### config.mk
export PLATFORM = sky130hd
export DESIGN_NAME = fsc_top
export DESIGN_NICKNAME = d
export VERILOG_FILES = /design/src/fsc_pkg.sv /design/src/fsc_top.sv
export SDC_FILE = /design/constraint.sdc
export NUM_CORES = 1
export LEC_CHECK = 0
export BUFFER_PORTS_ARGS = -buffer_cell sky130_fd_sc_hd__buf_2
export CORE_UTILIZATION = 58
export CTS_BUF_LIST = sky130_fd_sc_hd__clkbuf_2 sky130_fd_sc_hd__clkbuf_4 sky130_fd_sc_hd__clkbuf_8
export DETAILED_ROUTE_END_ITERATION = 8
export GPL_TIMING_DRIVEN = 0
export MAX_ROUTING_LAYER = met4
export PLACE_DENSITY = 0.83
export SETUP_SLACK_MARGIN = 0.1
export SLEW_MARGIN = 20
export SYNTH_ARGS = -nofsm -noshare
export SYNTH_HDL_FRONTEND = slang
export SYNTH_SLANG_ARGS = --single-unit
export TNS_END_PERCENT = 100
### constraint.sdc
create_clock -name CLK_SYS -period 2.75 [get_ports CLK_SYS]
set_input_delay 0.4125 -clock CLK_SYS [delete_from_list [all_inputs] [get_ports CLK_SYS]]
set_output_delay 0.4125 -clock CLK_SYS [all_outputs]
set_load 0.03 [all_outputs]
### src/fsc_pkg.sv
// Constants for the flow sensor I2C command and readout block.
// Assumes a 10 MHz system clock and an I2C link sampled from pins.
package fsc_pkg;

  // ****************************************
  // Link and timing
  // ****************************************
  localparam logic [6:0] FSC_I2C_ADDR = 7'h29;
  localparam int FSC_CLK_HZ = 10000000;
  localparam int FSC_FIRST_RESULT_US = 12000;
  localparam int FSC_MEAS_PERIOD_NS = 500000;
  localparam int FSC_STOP_BUSY_NS = 500000;
  localparam int FSC_FIRST_RESULT_CYC =
    (FSC_FIRST_RESULT_US * (FSC_CLK_HZ / 1000000));
  localparam int FSC_MEAS_PERIOD_CYC =
    FSC_MEAS_PERIOD_NS / (1000000000 / FSC_CLK_HZ);
  localparam int FSC_STOP_BUSY_CYC =
    FSC_STOP_BUSY_NS / (1000000000 / FSC_CLK_HZ);

  // ****************************************
  // Command codes
  // ****************************************
  localparam logic [15:0] FSC_CMD_START_O2 = 16'h3603;
  localparam logic [15:0] FSC_CMD_START_AIR = 16'h3608;
  localparam logic [15:0] FSC_CMD_START_MIX = 16'h3632;
  localparam logic [15:0] FSC_CMD_STOP = 16'h3FF9;

  // ****************************************
  // Status word layout
  // ****************************************
  localparam int FSC_ST_CMD_LSB = 12;
  localparam int FSC_ST_EXP_BIT = 11;
  localparam int FSC_ST_AVG_BIT = 10;
  localparam logic [9:0] FSC_CONC_PURE = 10'h3FF;
  localparam logic [3:0] FSC_ID_O2 = 4'h0;
  localparam logic [3:0] FSC_ID_AIR = 4'h1;
  localparam logic [3:0] FSC_ID_MIX = 4'h6;

  // ****************************************
  // Checksum defaults
  // ****************************************
  localparam logic [7:0] FSC_CRC_POLY = 8'h31;
  localparam logic [7:0] FSC_CRC_INIT = 8'hFF;

  typedef enum logic [2:0] {
    FSC_IDLE = 3'b000,
    FSC_ADDR = 3'b001,
    FSC_ACK = 3'b010,
    FSC_WRX = 3'b011,
    FSC_RTX = 3'b100,
    FSC_RACK = 3'b101,
    FSC_SKIP = 3'b110
  } fsc_state_t;

endpackage

### src/fsc_top.sv
// I2C command interpreter and measurement readout of a flow sensor.
// Assumes raw flow, temperature and averaging state from a front end.
// Overview of operation
// Each command word is sixteen bits.
// Argument commands carry a sixteen-bit argument plus eight-bit checksum.
// Read data is sixteen-bit words, each followed by a checksum byte.
// Host NACK plus stop ends a transfer; device releases data line.
// Start codes select oxygen, air, or mixture with per-mille argument.
// Results refresh continuously; each read header returns all three.
// Host sends no other command while measuring, until stop.
// First result becomes available 12 ms after start.
// Read header without data gets a NACK on the address.
// Read gives flow, crc, temperature, crc, status, crc bytes.
// Host may stop reading after flow word and its checksum.
// Flow and temperature are raw sixteen-bit signed values.
// Status bits 15:12 encode the running start command.
// Status bit 11 shows exponential smoothing active.
// Status bit 10 shows fixed-count averaging active.
// Status bits 9:0 are 0x3FF for pure gas, else per mille.
// Device answers at seven-bit address 0x29.
// Results update about every 0.5 ms while measuring.
// Stop code 0x3FF9 idles the sensor; busy up to 0.5 ms.
// CRC-8 over each word with parameter polynomial and seed.
// Words travel most significant byte and bit first.
`timescale 1ns/1ps
`default_nettype none

module fsc_top
  import fsc_pkg::*;
#(
  parameter logic [7:0] CRC_POLY = FSC_CRC_POLY,
  parameter logic [7:0] CRC_INIT = FSC_CRC_INIT,
  parameter int FIRST_CYC = FSC_FIRST_RESULT_CYC,
  parameter int PERIOD_CYC = FSC_MEAS_PERIOD_CYC,
  parameter int BUSY_CYC = FSC_STOP_BUSY_CYC
) (
  // Clock and reset
  input wire logic CLK_SYS,
  input wire logic RST_N,
  // I2C pins
  input wire logic SCL_IN,
  input wire logic SDA_IN,
  output logic SDA_OUT,
  output logic SDA_OE_N,
  // Front end results
  input wire logic [15:0] FLOW_RAW,
  input wire logic [15:0] TEMP_RAW,
  input wire logic EXP_SMOOTH,
  input wire logic FIXED_AVG,
  // Status
  output logic MEASURING,
  output logic DATA_VALID,
  output logic [15:0] STATUS_WORD
);

  // ****************************************
  // Pin synchronisers
  // ****************************************
  logic [2:0] scl_s;
  logic [2:0] sda_s;
  logic scl_q;
  logic sda_q;
  always_ff @(posedge CLK_SYS or negedge RST_N) begin
    if (!RST_N) begin
      scl_s <= 3'h7;
      sda_s <= 3'h7;
      scl_q <= 1'b1;
      sda_q <= 1'b1;
    end else begin
      scl_s <= {scl_s[1:0], SCL_IN};
      sda_s <= {sda_s[1:0], SDA_IN};
      if (scl_s[1] == scl_s[2]) scl_q <= scl_s[2];
      if (sda_s[1] == sda_s[2]) sda_q <= sda_s[2];
    end
  end
  wire scl_rise = (scl_s[1] & scl_s[2]) & ~scl_q;
  wire scl_fall = ~(scl_s[1] | scl_s[2]) & scl_q;
  wire sda_now = (sda_s[1] == sda_s[2]) ? sda_s[2] : sda_q;
  wire start_c = scl_q & (scl_s[1] & scl_s[2]) & sda_q & ~sda_now;
  wire stop_c = scl_q & (scl_s[1] & scl_s[2]) & ~sda_q & sda_now;

  // ****************************************
  // CRC-8 function
  // ****************************************
  function automatic logic [7:0] crc8(input logic [15:0] w);
    logic [7:0] c;
    c = CRC_INIT;
    for (int i = 15; i >= 0; i--) begin
      c = (c[7] ^ w[i]) ? ({c[6:0], 1'b0} ^ CRC_POLY) : {c[6:0], 1'b0};
    end
    return c;
  endfunction

  // ****************************************
  // Measurement control
  // ****************************************
  logic meas;
  logic valid;
  logic [3:0] cmd_id;
  logic [9:0] conc;
  logic [23:0] timer;
  logic [15:0] flow_l;
  logic [15:0] temp_l;
  logic [15:0] stat_l;
  logic [23:0] busy;
  wire [15:0] status_now = {cmd_id, EXP_SMOOTH, FIXED_AVG, conc};

  // Link state
  fsc_state_t state;
  logic [3:0] bitn;
  logic [7:0] shreg;
  logic rw;
  logic [3:0] wbyte;
  logic [39:0] wbuf;
  logic [3:0] rbyte;
  logic [71:0] rframe;
  logic cmd_go;

  // Command sits at the top of a five-byte write, else in the low word
  wire [15:0] cmd_w = (wbyte == 4'h5) ? wbuf[39:24] : wbuf[15:0];
  wire is_start = (cmd_w == FSC_CMD_START_O2) | (cmd_w == FSC_CMD_START_AIR);
  wire is_mix = (cmd_w == FSC_CMD_START_MIX);
  wire arg_ok = (crc8(wbuf[23:8]) == wbuf[7:0]);
  wire [3:0] new_id = (cmd_w == FSC_CMD_START_O2) ? FSC_ID_O2 :
    (cmd_w == FSC_CMD_START_AIR) ? FSC_ID_AIR : FSC_ID_MIX;

  always_ff @(posedge CLK_SYS or negedge RST_N) begin
    if (!RST_N) begin
      meas <= 1'b0;
      valid <= 1'b0;
      cmd_id <= 4'h0;
      conc <= FSC_CONC_PURE;
      timer <= 24'h000000;
      busy <= 24'h000000;
      flow_l <= 16'h0000;
      temp_l <= 16'h0000;
      stat_l <= 16'h0000;
    end else begin
      if (busy != 24'h000000) busy <= busy - 24'h000001;
      if (cmd_go && busy == 24'h000000 && wbyte == 4'h2 && is_start) begin
        meas <= 1'b1;
        valid <= 1'b0;
        cmd_id <= new_id;
        conc <= FSC_CONC_PURE;
        timer <= 24'(FIRST_CYC - 1);
      end else if (cmd_go && busy == 24'h000000 && wbyte == 4'h5 && is_mix
                   && arg_ok) begin
        meas <= 1'b1;
        valid <= 1'b0;
        cmd_id <= new_id;
        conc <= wbuf[17:8];
        timer <= 24'(FIRST_CYC - 1);
      end else if (cmd_go && wbyte == 4'h2 && cmd_w == FSC_CMD_STOP) begin
        meas <= 1'b0;
        valid <= 1'b0;
        busy <= 24'(BUSY_CYC);
      end else if (meas) begin
        if (timer == 24'h000000) begin
          timer <= 24'(PERIOD_CYC - 1);
          valid <= 1'b1;
          flow_l <= FLOW_RAW;
          temp_l <= TEMP_RAW;
          stat_l <= status_now;
        end else begin
          timer <= timer - 24'h000001;
        end
      end
    end
  end

  // ****************************************
  // I2C slave engine
  // ****************************************
  wire addr_hit = (shreg[7:1] == FSC_I2C_ADDR);
  wire [7:0] tx_byte = rframe[71:64];

  always_ff @(posedge CLK_SYS or negedge RST_N) begin
    if (!RST_N) begin
      state <= FSC_IDLE;
      bitn <= 4'h0;
      shreg <= 8'h00;
      rw <= 1'b0;
      wbyte <= 4'h0;
      wbuf <= 40'h0000000000;
      rbyte <= 4'h0;
      rframe <= 72'h0;
      cmd_go <= 1'b0;
      SDA_OUT <= 1'b1;
      SDA_OE_N <= 1'b1;
    end else begin
      cmd_go <= 1'b0;
      if (stop_c) begin
        state <= FSC_IDLE;
        SDA_OE_N <= 1'b1;
        cmd_go <= (state != FSC_IDLE) & ~rw & (wbyte != 4'h0);
      end else if (start_c) begin
        cmd_go <= (state != FSC_IDLE) & ~rw & (wbyte != 4'h0);
        state <= FSC_ADDR;
        bitn <= 4'h0;
        wbyte <= 4'h0;
        SDA_OE_N <= 1'b1;
      end else begin
        case (state)
          FSC_ADDR, FSC_WRX: begin
            if (scl_rise) begin
              // Same latency as the clock edge; sda_q lags one cycle
              shreg <= {shreg[6:0], sda_now};
              bitn <= bitn + 4'h1;
            end else if (scl_fall && bitn == 4'h8) begin
              bitn <= 4'h0;
              if (state == FSC_ADDR) begin
                rw <= shreg[0];
                if (addr_hit && !(shreg[0] && !valid)) begin
                  SDA_OUT <= 1'b0;
                  SDA_OE_N <= 1'b0;
                  state <= FSC_ACK;
                end else begin
                  state <= FSC_IDLE;
                end
                rframe <= {flow_l, crc8(flow_l), temp_l, crc8(temp_l),
                           stat_l, crc8(stat_l)};
                rbyte <= 4'h0;
              end else begin
                if (wbyte < 4'h5) begin
                  wbuf <= {wbuf[31:0], shreg};
                  wbyte <= wbyte + 4'h1;
                end
                SDA_OUT <= 1'b0;
                SDA_OE_N <= 1'b0;
                state <= FSC_ACK;
              end
            end
          end
          FSC_ACK: begin
            if (scl_fall) begin
              if (rw) begin
                SDA_OUT <= tx_byte[7];
                SDA_OE_N <= 1'b0;
                bitn <= 4'h1;
                state <= FSC_RTX;
              end else begin
                SDA_OE_N <= 1'b1;
                state <= FSC_WRX;
              end
            end
          end
          FSC_RTX: begin
            if (scl_fall) begin
              if (bitn == 4'h8) begin
                SDA_OE_N <= 1'b1;
                bitn <= 4'h0;
                state <= FSC_RACK;
              end else begin
                SDA_OUT <= tx_byte[3'(7 - bitn)];
                bitn <= bitn + 4'h1;
              end
            end
          end
          FSC_RACK: begin
            if (scl_rise) begin
              rframe <= {rframe[63:0], 8'hFF};
              rbyte <= rbyte + 4'h1;
              state <= sda_now ? FSC_SKIP : FSC_ACK;
            end
          end
          FSC_SKIP: SDA_OE_N <= 1'b1;
          FSC_IDLE: SDA_OE_N <= 1'b1;
          default: state <= FSC_IDLE;
        endcase
      end
    end
  end

  // ****************************************
  // Status outputs
  // ****************************************
  always_ff @(posedge CLK_SYS or negedge RST_N) begin
    if (!RST_N) begin
      MEASURING <= 1'b0;
      DATA_VALID <= 1'b0;
      STATUS_WORD <= 16'h0000;
    end else begin
      MEASURING <= meas;
      DATA_VALID <= valid;
      STATUS_WORD <= stat_l;
    end
  end

  // ****************************************
  // Checks
  // ****************************************
  a_nack_nodata: assert property (@(posedge CLK_SYS) disable iff (!RST_N)
    (state == FSC_ADDR && scl_fall && bitn == 4'h8 && shreg[0] && !valid)
    |=> state == FSC_IDLE && SDA_OE_N)
    else $error("read without data was acknowledged");
  a_stop_release: assert property (@(posedge CLK_SYS) disable iff (!RST_N)
    stop_c |=> SDA_OE_N && state == FSC_IDLE)
    else $error("data line held after stop");
  a_first_delay: assert property (@(posedge CLK_SYS) disable iff (!RST_N)
    ($rose(meas)) |-> !valid [*8])
    else $error("result valid too soon after start");
  a_stop_idles: assert property (@(posedge CLK_SYS) disable iff (!RST_N)
    (cmd_go && wbyte == 4'h2 && cmd_w == FSC_CMD_STOP) |=> !meas && !valid)

    else $error("stop did not idle sensor");
  a_pure_conc: assert property (@(posedge CLK_SYS) disable iff (!RST_N)
    (meas && cmd_id != FSC_ID_MIX) |-> conc == FSC_CONC_PURE)
    else $error("pure gas concentration wrong");
  a_mix_id: assert property (@(posedge CLK_SYS) disable iff (!RST_N)
    (cmd_go && busy == 24'h000000 && wbyte == 4'h5 && is_mix && arg_ok)
    |=> cmd_id == FSC_ID_MIX && meas)
    else $error("mixture start not recorded");
  a_refresh: assert property (@(posedge CLK_SYS) disable iff (!RST_N)
    (meas && timer == 24'h000000 && !cmd_go) |=> valid && flow_l ==
    $past(FLOW_RAW) && timer == 24'(PERIOD_CYC - 1))
    else $error("results not refreshed");
  a_frame_crc: assert property (@(posedge CLK_SYS) disable iff (!RST_N)
    (state == FSC_ACK && rw && rbyte == 4'h0)
    |-> rframe[55:48] == crc8(rframe[71:56]))
    else $error("flow checksum wrong");

endmodule // fsc_top

`default_nettype wire

=== Word-level counts from Yosys, hierarchy flattened ===
Index checks and enable logic that the tools add are counted.

* Add/subtract/negate cells: 5
* Order comparisons: 2
* Equal/unequal tests: 41
* Multiplexer cells: 141
* Bitwise gates (word level): 144
* Reductions and logical operators: 45

{| class="wikitable"
|+ Operator list
! cell !! number
|-
| two-way mux 6 bit || 64
|-
| two-way mux 72 bit || 4
|-
| two-way mux 24 bit || 9
|-
| inverter 3 bit || 60
|-
| case mux 72 bit (2 select lines) || 1
|-
| equality test 16 x 14 -> 1 bit, second input constant || 4
|-
| two-way mux 4 bit || 15
|-
| XOR 1 bit || 52
|-
| zero test 24 bit || 2
|-
| subtractor 24 x 1 -> 24 bit, second input constant || 2
|-
| two-way mux 3 bit || 13
|-
| != test 4 bit, second input constant || 7
|-
| AND reduction 7 bit || 4
|-
| two-way mux 1 bit || 26
|-
| nonzero test 24 bit || 1
|-
| two-way mux 10 bit || 2
|-
| != test 2 bit, second input constant || 9
|-
| AND reduction 6 bit || 3
|-
| two-way mux 16 bit || 1
|-
| nonzero test 4 bit || 4
|-
| != test 3 bit, second input constant || 5
|-
| case mux 3 bit (5 select lines) || 1
|-
| inverter 1 bit || 12
|-
| case mux 4 bit (3 select lines) || 1
|-
| other kinds (34) || 76
|}

* Register bits: 273
* Bits of input ports: 38
* Output and inout port bits: 20
* Logic and storage cells: 404

=== Longest topological paths before layout ===
* Word-level depth: 35
* Depth in mapped cells: 12
* Gate-level depth less buffers: 9

=== Worst setup path before layout ===
No wires, ideal clock.

* Path type: register to register
* Start: register busy[10]
* End: register flow_l[0]
* Setup time: 0.125 ns
* Arrival: 2.648 ns
* Required time: 2.625 ns
* Slack: -0.023 ns
* Stages on the path, launching flop included: 9
* Buffers on the path: 2
* Period minus slack after synthesis: 2.773 ns
* Cells stage by stage: dfrtp_1 nor4_2 nand4b_1 or4_1 buf_2 a2111oi_4 a41oi_4 buf_6 mux2_4

* Longest elaborated chain between the ends: 7
* Elaborated cells between the ends (all ways): 10
* Those cells by class: bitwise (2); reduce/logical (8)

{| class="wikitable"
|+ Ends and longest elaborated chain
! what !! line !! RTL
|-
| start, declared || fsc_top.sv:105 || <nowiki>logic [23:0] busy;</nowiki>
|-
| start signal, assigned || fsc_top.sv:139 || <nowiki>if (busy != 24'h000000) busy <= busy - 24'h000001;</nowiki>
|-
| start signal, assigned || fsc_top.sv:156 || <nowiki>busy <= 24'(BUSY_CYC);</nowiki>
|-
| zero test 24 bit (*) || fsc_top.sv:140, fsc_top.sv:146 ||
|-
| logical AND 1 bit (*) || fsc_top.sv:140, fsc_top.sv:146 ||
|-
| logical AND 1 bit (2 in series) || fsc_top.sv:146 || <nowiki>end else if (cmd_go && busy == 24'h000000 && wbyte == 4'h5 && is_mix</nowiki>
|-
| logical AND 1 bit || fsc_top.sv:147 || <nowiki>&& arg_ok) begin</nowiki>
|-
| inverter 1 bit (no line) || n/a ||
|-
| AND reduction 5 bit (no line) (*) || n/a ||
|-
| end signal, assigned || fsc_top.sv:135 || <nowiki>flow_l <= 16'h0000;</nowiki>
|-
| end signal, assigned || fsc_top.sv:161 || <nowiki>flow_l <= FLOW_RAW;</nowiki>
|-
| end, declared || fsc_top.sv:102 || <nowiki>logic [15:0] flow_l;</nowiki>
|}

Every way passes the cells marked *; elsewhere a longest branch is shown, timed or not.
A chain may end at the register's enable or synchronous reset.

=== Worst setup path in the final report ===
* Start: register wbuf[8]
* End: register stat_l[8]

* Longest elaborated chain between the ends: 6
* Elaborated cells between the ends (all ways): 17
* Those cells by class: eq/ne (5); mux (2); bitwise (5); reduce/logical (5)

{| class="wikitable"
|+ Ends and longest elaborated chain
! what !! line !! RTL
|-
| start, declared || fsc_top.sv:114 || <nowiki>logic [39:0] wbuf;</nowiki>
|-
| start signal, assigned || fsc_top.sv:225 || <nowiki>wbuf <= {wbuf[31:0], shreg};</nowiki>
|-
| two-way mux 16 bit / XOR 1 bit (equally long branches) || fsc_top.sv:120, fsc_top.sv:89 ||
|-
| equality test 16 x 14 -> 1 bit (tied with other cells) || fsc_top.sv:121 || <nowiki>wire is_start = (cmd_w == FSC_CMD_START_O2) | (cmd_w == FSC_CMD_START_AIR);</nowiki>
|-
| OR 1 bit (tied with other cells) || fsc_top.sv:121 ||
|-
| logical AND 1 bit (on tied branches) || fsc_top.sv:140, fsc_top.sv:147 ||
|-
| inverter 1 bit (no line) || n/a ||
|-
| AND reduction 5 bit (no line) (*) || n/a ||
|-
| end signal, assigned || fsc_top.sv:163 || <nowiki>stat_l <= status_now;</nowiki>
|-
| end, declared || fsc_top.sv:104 || <nowiki>logic [15:0] stat_l;</nowiki>
|}

Marks and branches as above.

==> out/metrics.cfg <==
[synth]
syn_avg_cell_area_um2=11.1
synth_xor_area_frac=0.110
synth_common_cells=dfrtp_1, o21ai_0, nand2_1, xnor2_1, nor2_1
syn-cell-area_um2=13800
synthMuxAreaShare=0.140
synth_top_family_by_area=multiplexers
yosysTopAreaCellShare=0.448
synth-seq-area-share=0.486
synth-compound-area-share=0.0947
yosys.area_share.simple=0.129
async_flop_share=1.00
postSynthRegisterBits=267
syn_nets=1297
syn_inst=1246
yosysMostFrequentCell=dfrtp_1
synthAdderAreaFrac=0.0125
ys_types=76
yosys_warnings=0
synth_area_leader_cell=dfrtp_1
ys.flop_type=dfrtp_1
synth_edf_count=0
synth_area_leaders=dfrtp_1, xnor2_1, mux2i_1, mux2_4, o21ai_0

[critical_path]
crit_path_end_kind=register
critPathMaxFanout=10
r2r_start=wbuf[8]
cpMaxStageDelayCell=dfrtp_1
startpoint=wbuf[8]
crit_chain=xnor2_2 -> xnor3_1 -> and2_1 -> a221oi_4 -> a21oi_4 -> a41oi_4 -> buf_12 -> buf_8 -> mux2_4
slowest_delay_ps=490
required_ps=3210
start_kind=register
cp.arrival_ps=3440
crit_type=register to register
r2r_cells=9

[pwr]
leakagePower_uw=0.00777
max-vdd-ir-drop_v=0.000426
powerDensity_nw_per_um2=519
power_uw=8640

[sta]
fin_crit_sh=1.08
hold_viol_final=0
rsz0062_at_grt=true
relSlewSlack=0.492
setup_viol=83
layout_setup_ws_ps=-228
maxSlewViolCount=0
hold_ws_ps=56.1
skew_ps=24.9
worst_slew_pin_slew_ps=762
max_freq_mhz=336
min_period_ps=2980

[global_routing]
first_global_vias=10600
grt_max_degree=82
track_usage=0.287
grt_antenna_before_repair=0
grt_overflow=0
grt_pass1_wl_um=53400

[clock_tree]
cts_root_buffer=clkbuf_8
cts.sinks=267
numCtsBuffers=44
cts_buffer_depth=3
cts_tree=built
htreeDepth=2
clk_latency_ps=590
path_clk_slew_ps=60

[final_layout]
syn_to_final_growth_pct=20.7
fin_area_um2=16700
layout-drive-gt1-share=0.300
nNetsFinal=1451
diodes=0

[status]
outcome=finished with violations
violations=negative setup slack

[placed_design]
globalplace.congestion=0.912
place_area_um2=14600
dp.final_hpwl_um=21500
port_buffers=56

[worst_hold_path]
hold_path_class=input pin to register
holdPathStages=2
hp-start=FLOW_RAW[11]

[drt]
viasPerCell=5.91
drt_pass1_iterations=5
wl_um=33700
drt_iter0_drc=763
wl_per_cell_um=19.2
drc_errors=0
ant_nets=0
vias=10400

[floorplanning]
die_w_um=156
die_h_um=156
placementRows=56
ios=58
die-area_um2=24400
coreArea_um2=23400
initial_core_util=0.590

[run]
maxCapViolCount=0

[cell type report]
type                    instances  area (um^2)
multi-input cells             887         7100
fillers                      1552         6750
flip-flops and latches        267         6730
clock buffers                  72          903
repair buffers                111          831
plain buffers                  60          420
well taps                     319          399
clock inverters                 9          174
inverters                      29          109
[routing by layer]
layer  GRT usage  wire length (um)  part of all wire
met1       0.348             13600              0.40
met2       0.471             16900              0.50
met3      0.0612              2120             0.063
met4       0.108              1110             0.033
met5           -                 0                 0
[cells in the final DEF (no fill, tap or decap), drive strengths merged, types with 5 or more instances in the layout]
cell type and count:
a21boi 6, a21oi 45, a22oi 6, and2 6, buf 129, bufinv 5, clkbuf 111, dfrtp 247
dfstp 20, ha 13, inv 30, mux2 89, mux2i 72, nand2 119, nand3 25, nand3b 8
nand4 8, nor2 86, nor2b 10, nor3 17, nor4 22, nor4b 5, o21ai 121, or3 11
or4 9, or4b 5, xnor2 89, xnor3 18, xor2 20, xor3 6
[power by group]
group | switching, uW | internal, uW
clock | 1650 | 2550
combinational | 255 | 154
sequential | 43.1 | 3990
[cell families after synthesis]
family	Yosys count
AO/OA/AOI/OAI	219
AND/OR/NAND/NOR	357
flip-flops	267
buffers and inverters	92
adder cells (fa/ha/maj)	14
other	1
multiplexers	163
XOR/XNOR	133
[what timing repair did]
item	in CTS	in global routing
hold endpoints to repair	47	0
buffers inserted	23	25
hold buffers	3	0
pin swaps	11	14
gates resized for setup	110	92
endpoints found under the setup margin	219	193
gates cloned	2	1
[worst max-delay path, delay by kind of cell, from the launching register on]
family | cells | cell delay, ps
and+or+nand+nor | 1 | 240
DFF | 1 | 490
buffers and inverters | 2 | 370
muxes | 1 | 320
xor gates and xnor gates | 2 | 780
AOI/OAI and AO/OA | 3 | 650
[through the flow]
stage               utilization  setup TNS (ps)  instances  setup WS [ps]
floorplan                     -            -923       1246          -23.1
global placement          0.619         -954730       1621          -3460
detailed placement        0.623          -81840       1624           -612
CTS                       0.693           -6010       1730           -142
global route              0.712          -17400       1754           -269
finish                    0.712          -12710       1754           -228
[final timing paths]
path                         endpoint  slack, ps
hold / removal             flow_l[11]         60
setup reg to reg            stat_l[8]       -230
min in group asynchronous  rframe[56]        330
hold reg to reg              sda_s[1]        360
max in group asynchronous    busy[14]       1330
setup / recovery            stat_l[8]       -230
[flip-flops by register name, summed over array words and instances (netlist names), 2 cells and up]
signal	flops
rframe	72
wbuf	40
busy	24
timer	24
flow_l	16
temp_l	16
STATUS_WORD	14
stat_l	14
conc	10
shreg	8
bitn	4
wbyte	4
scl_s	3
sda_s	3
state	3
cmd_id	2
Power figures use the tool's default switching activity.
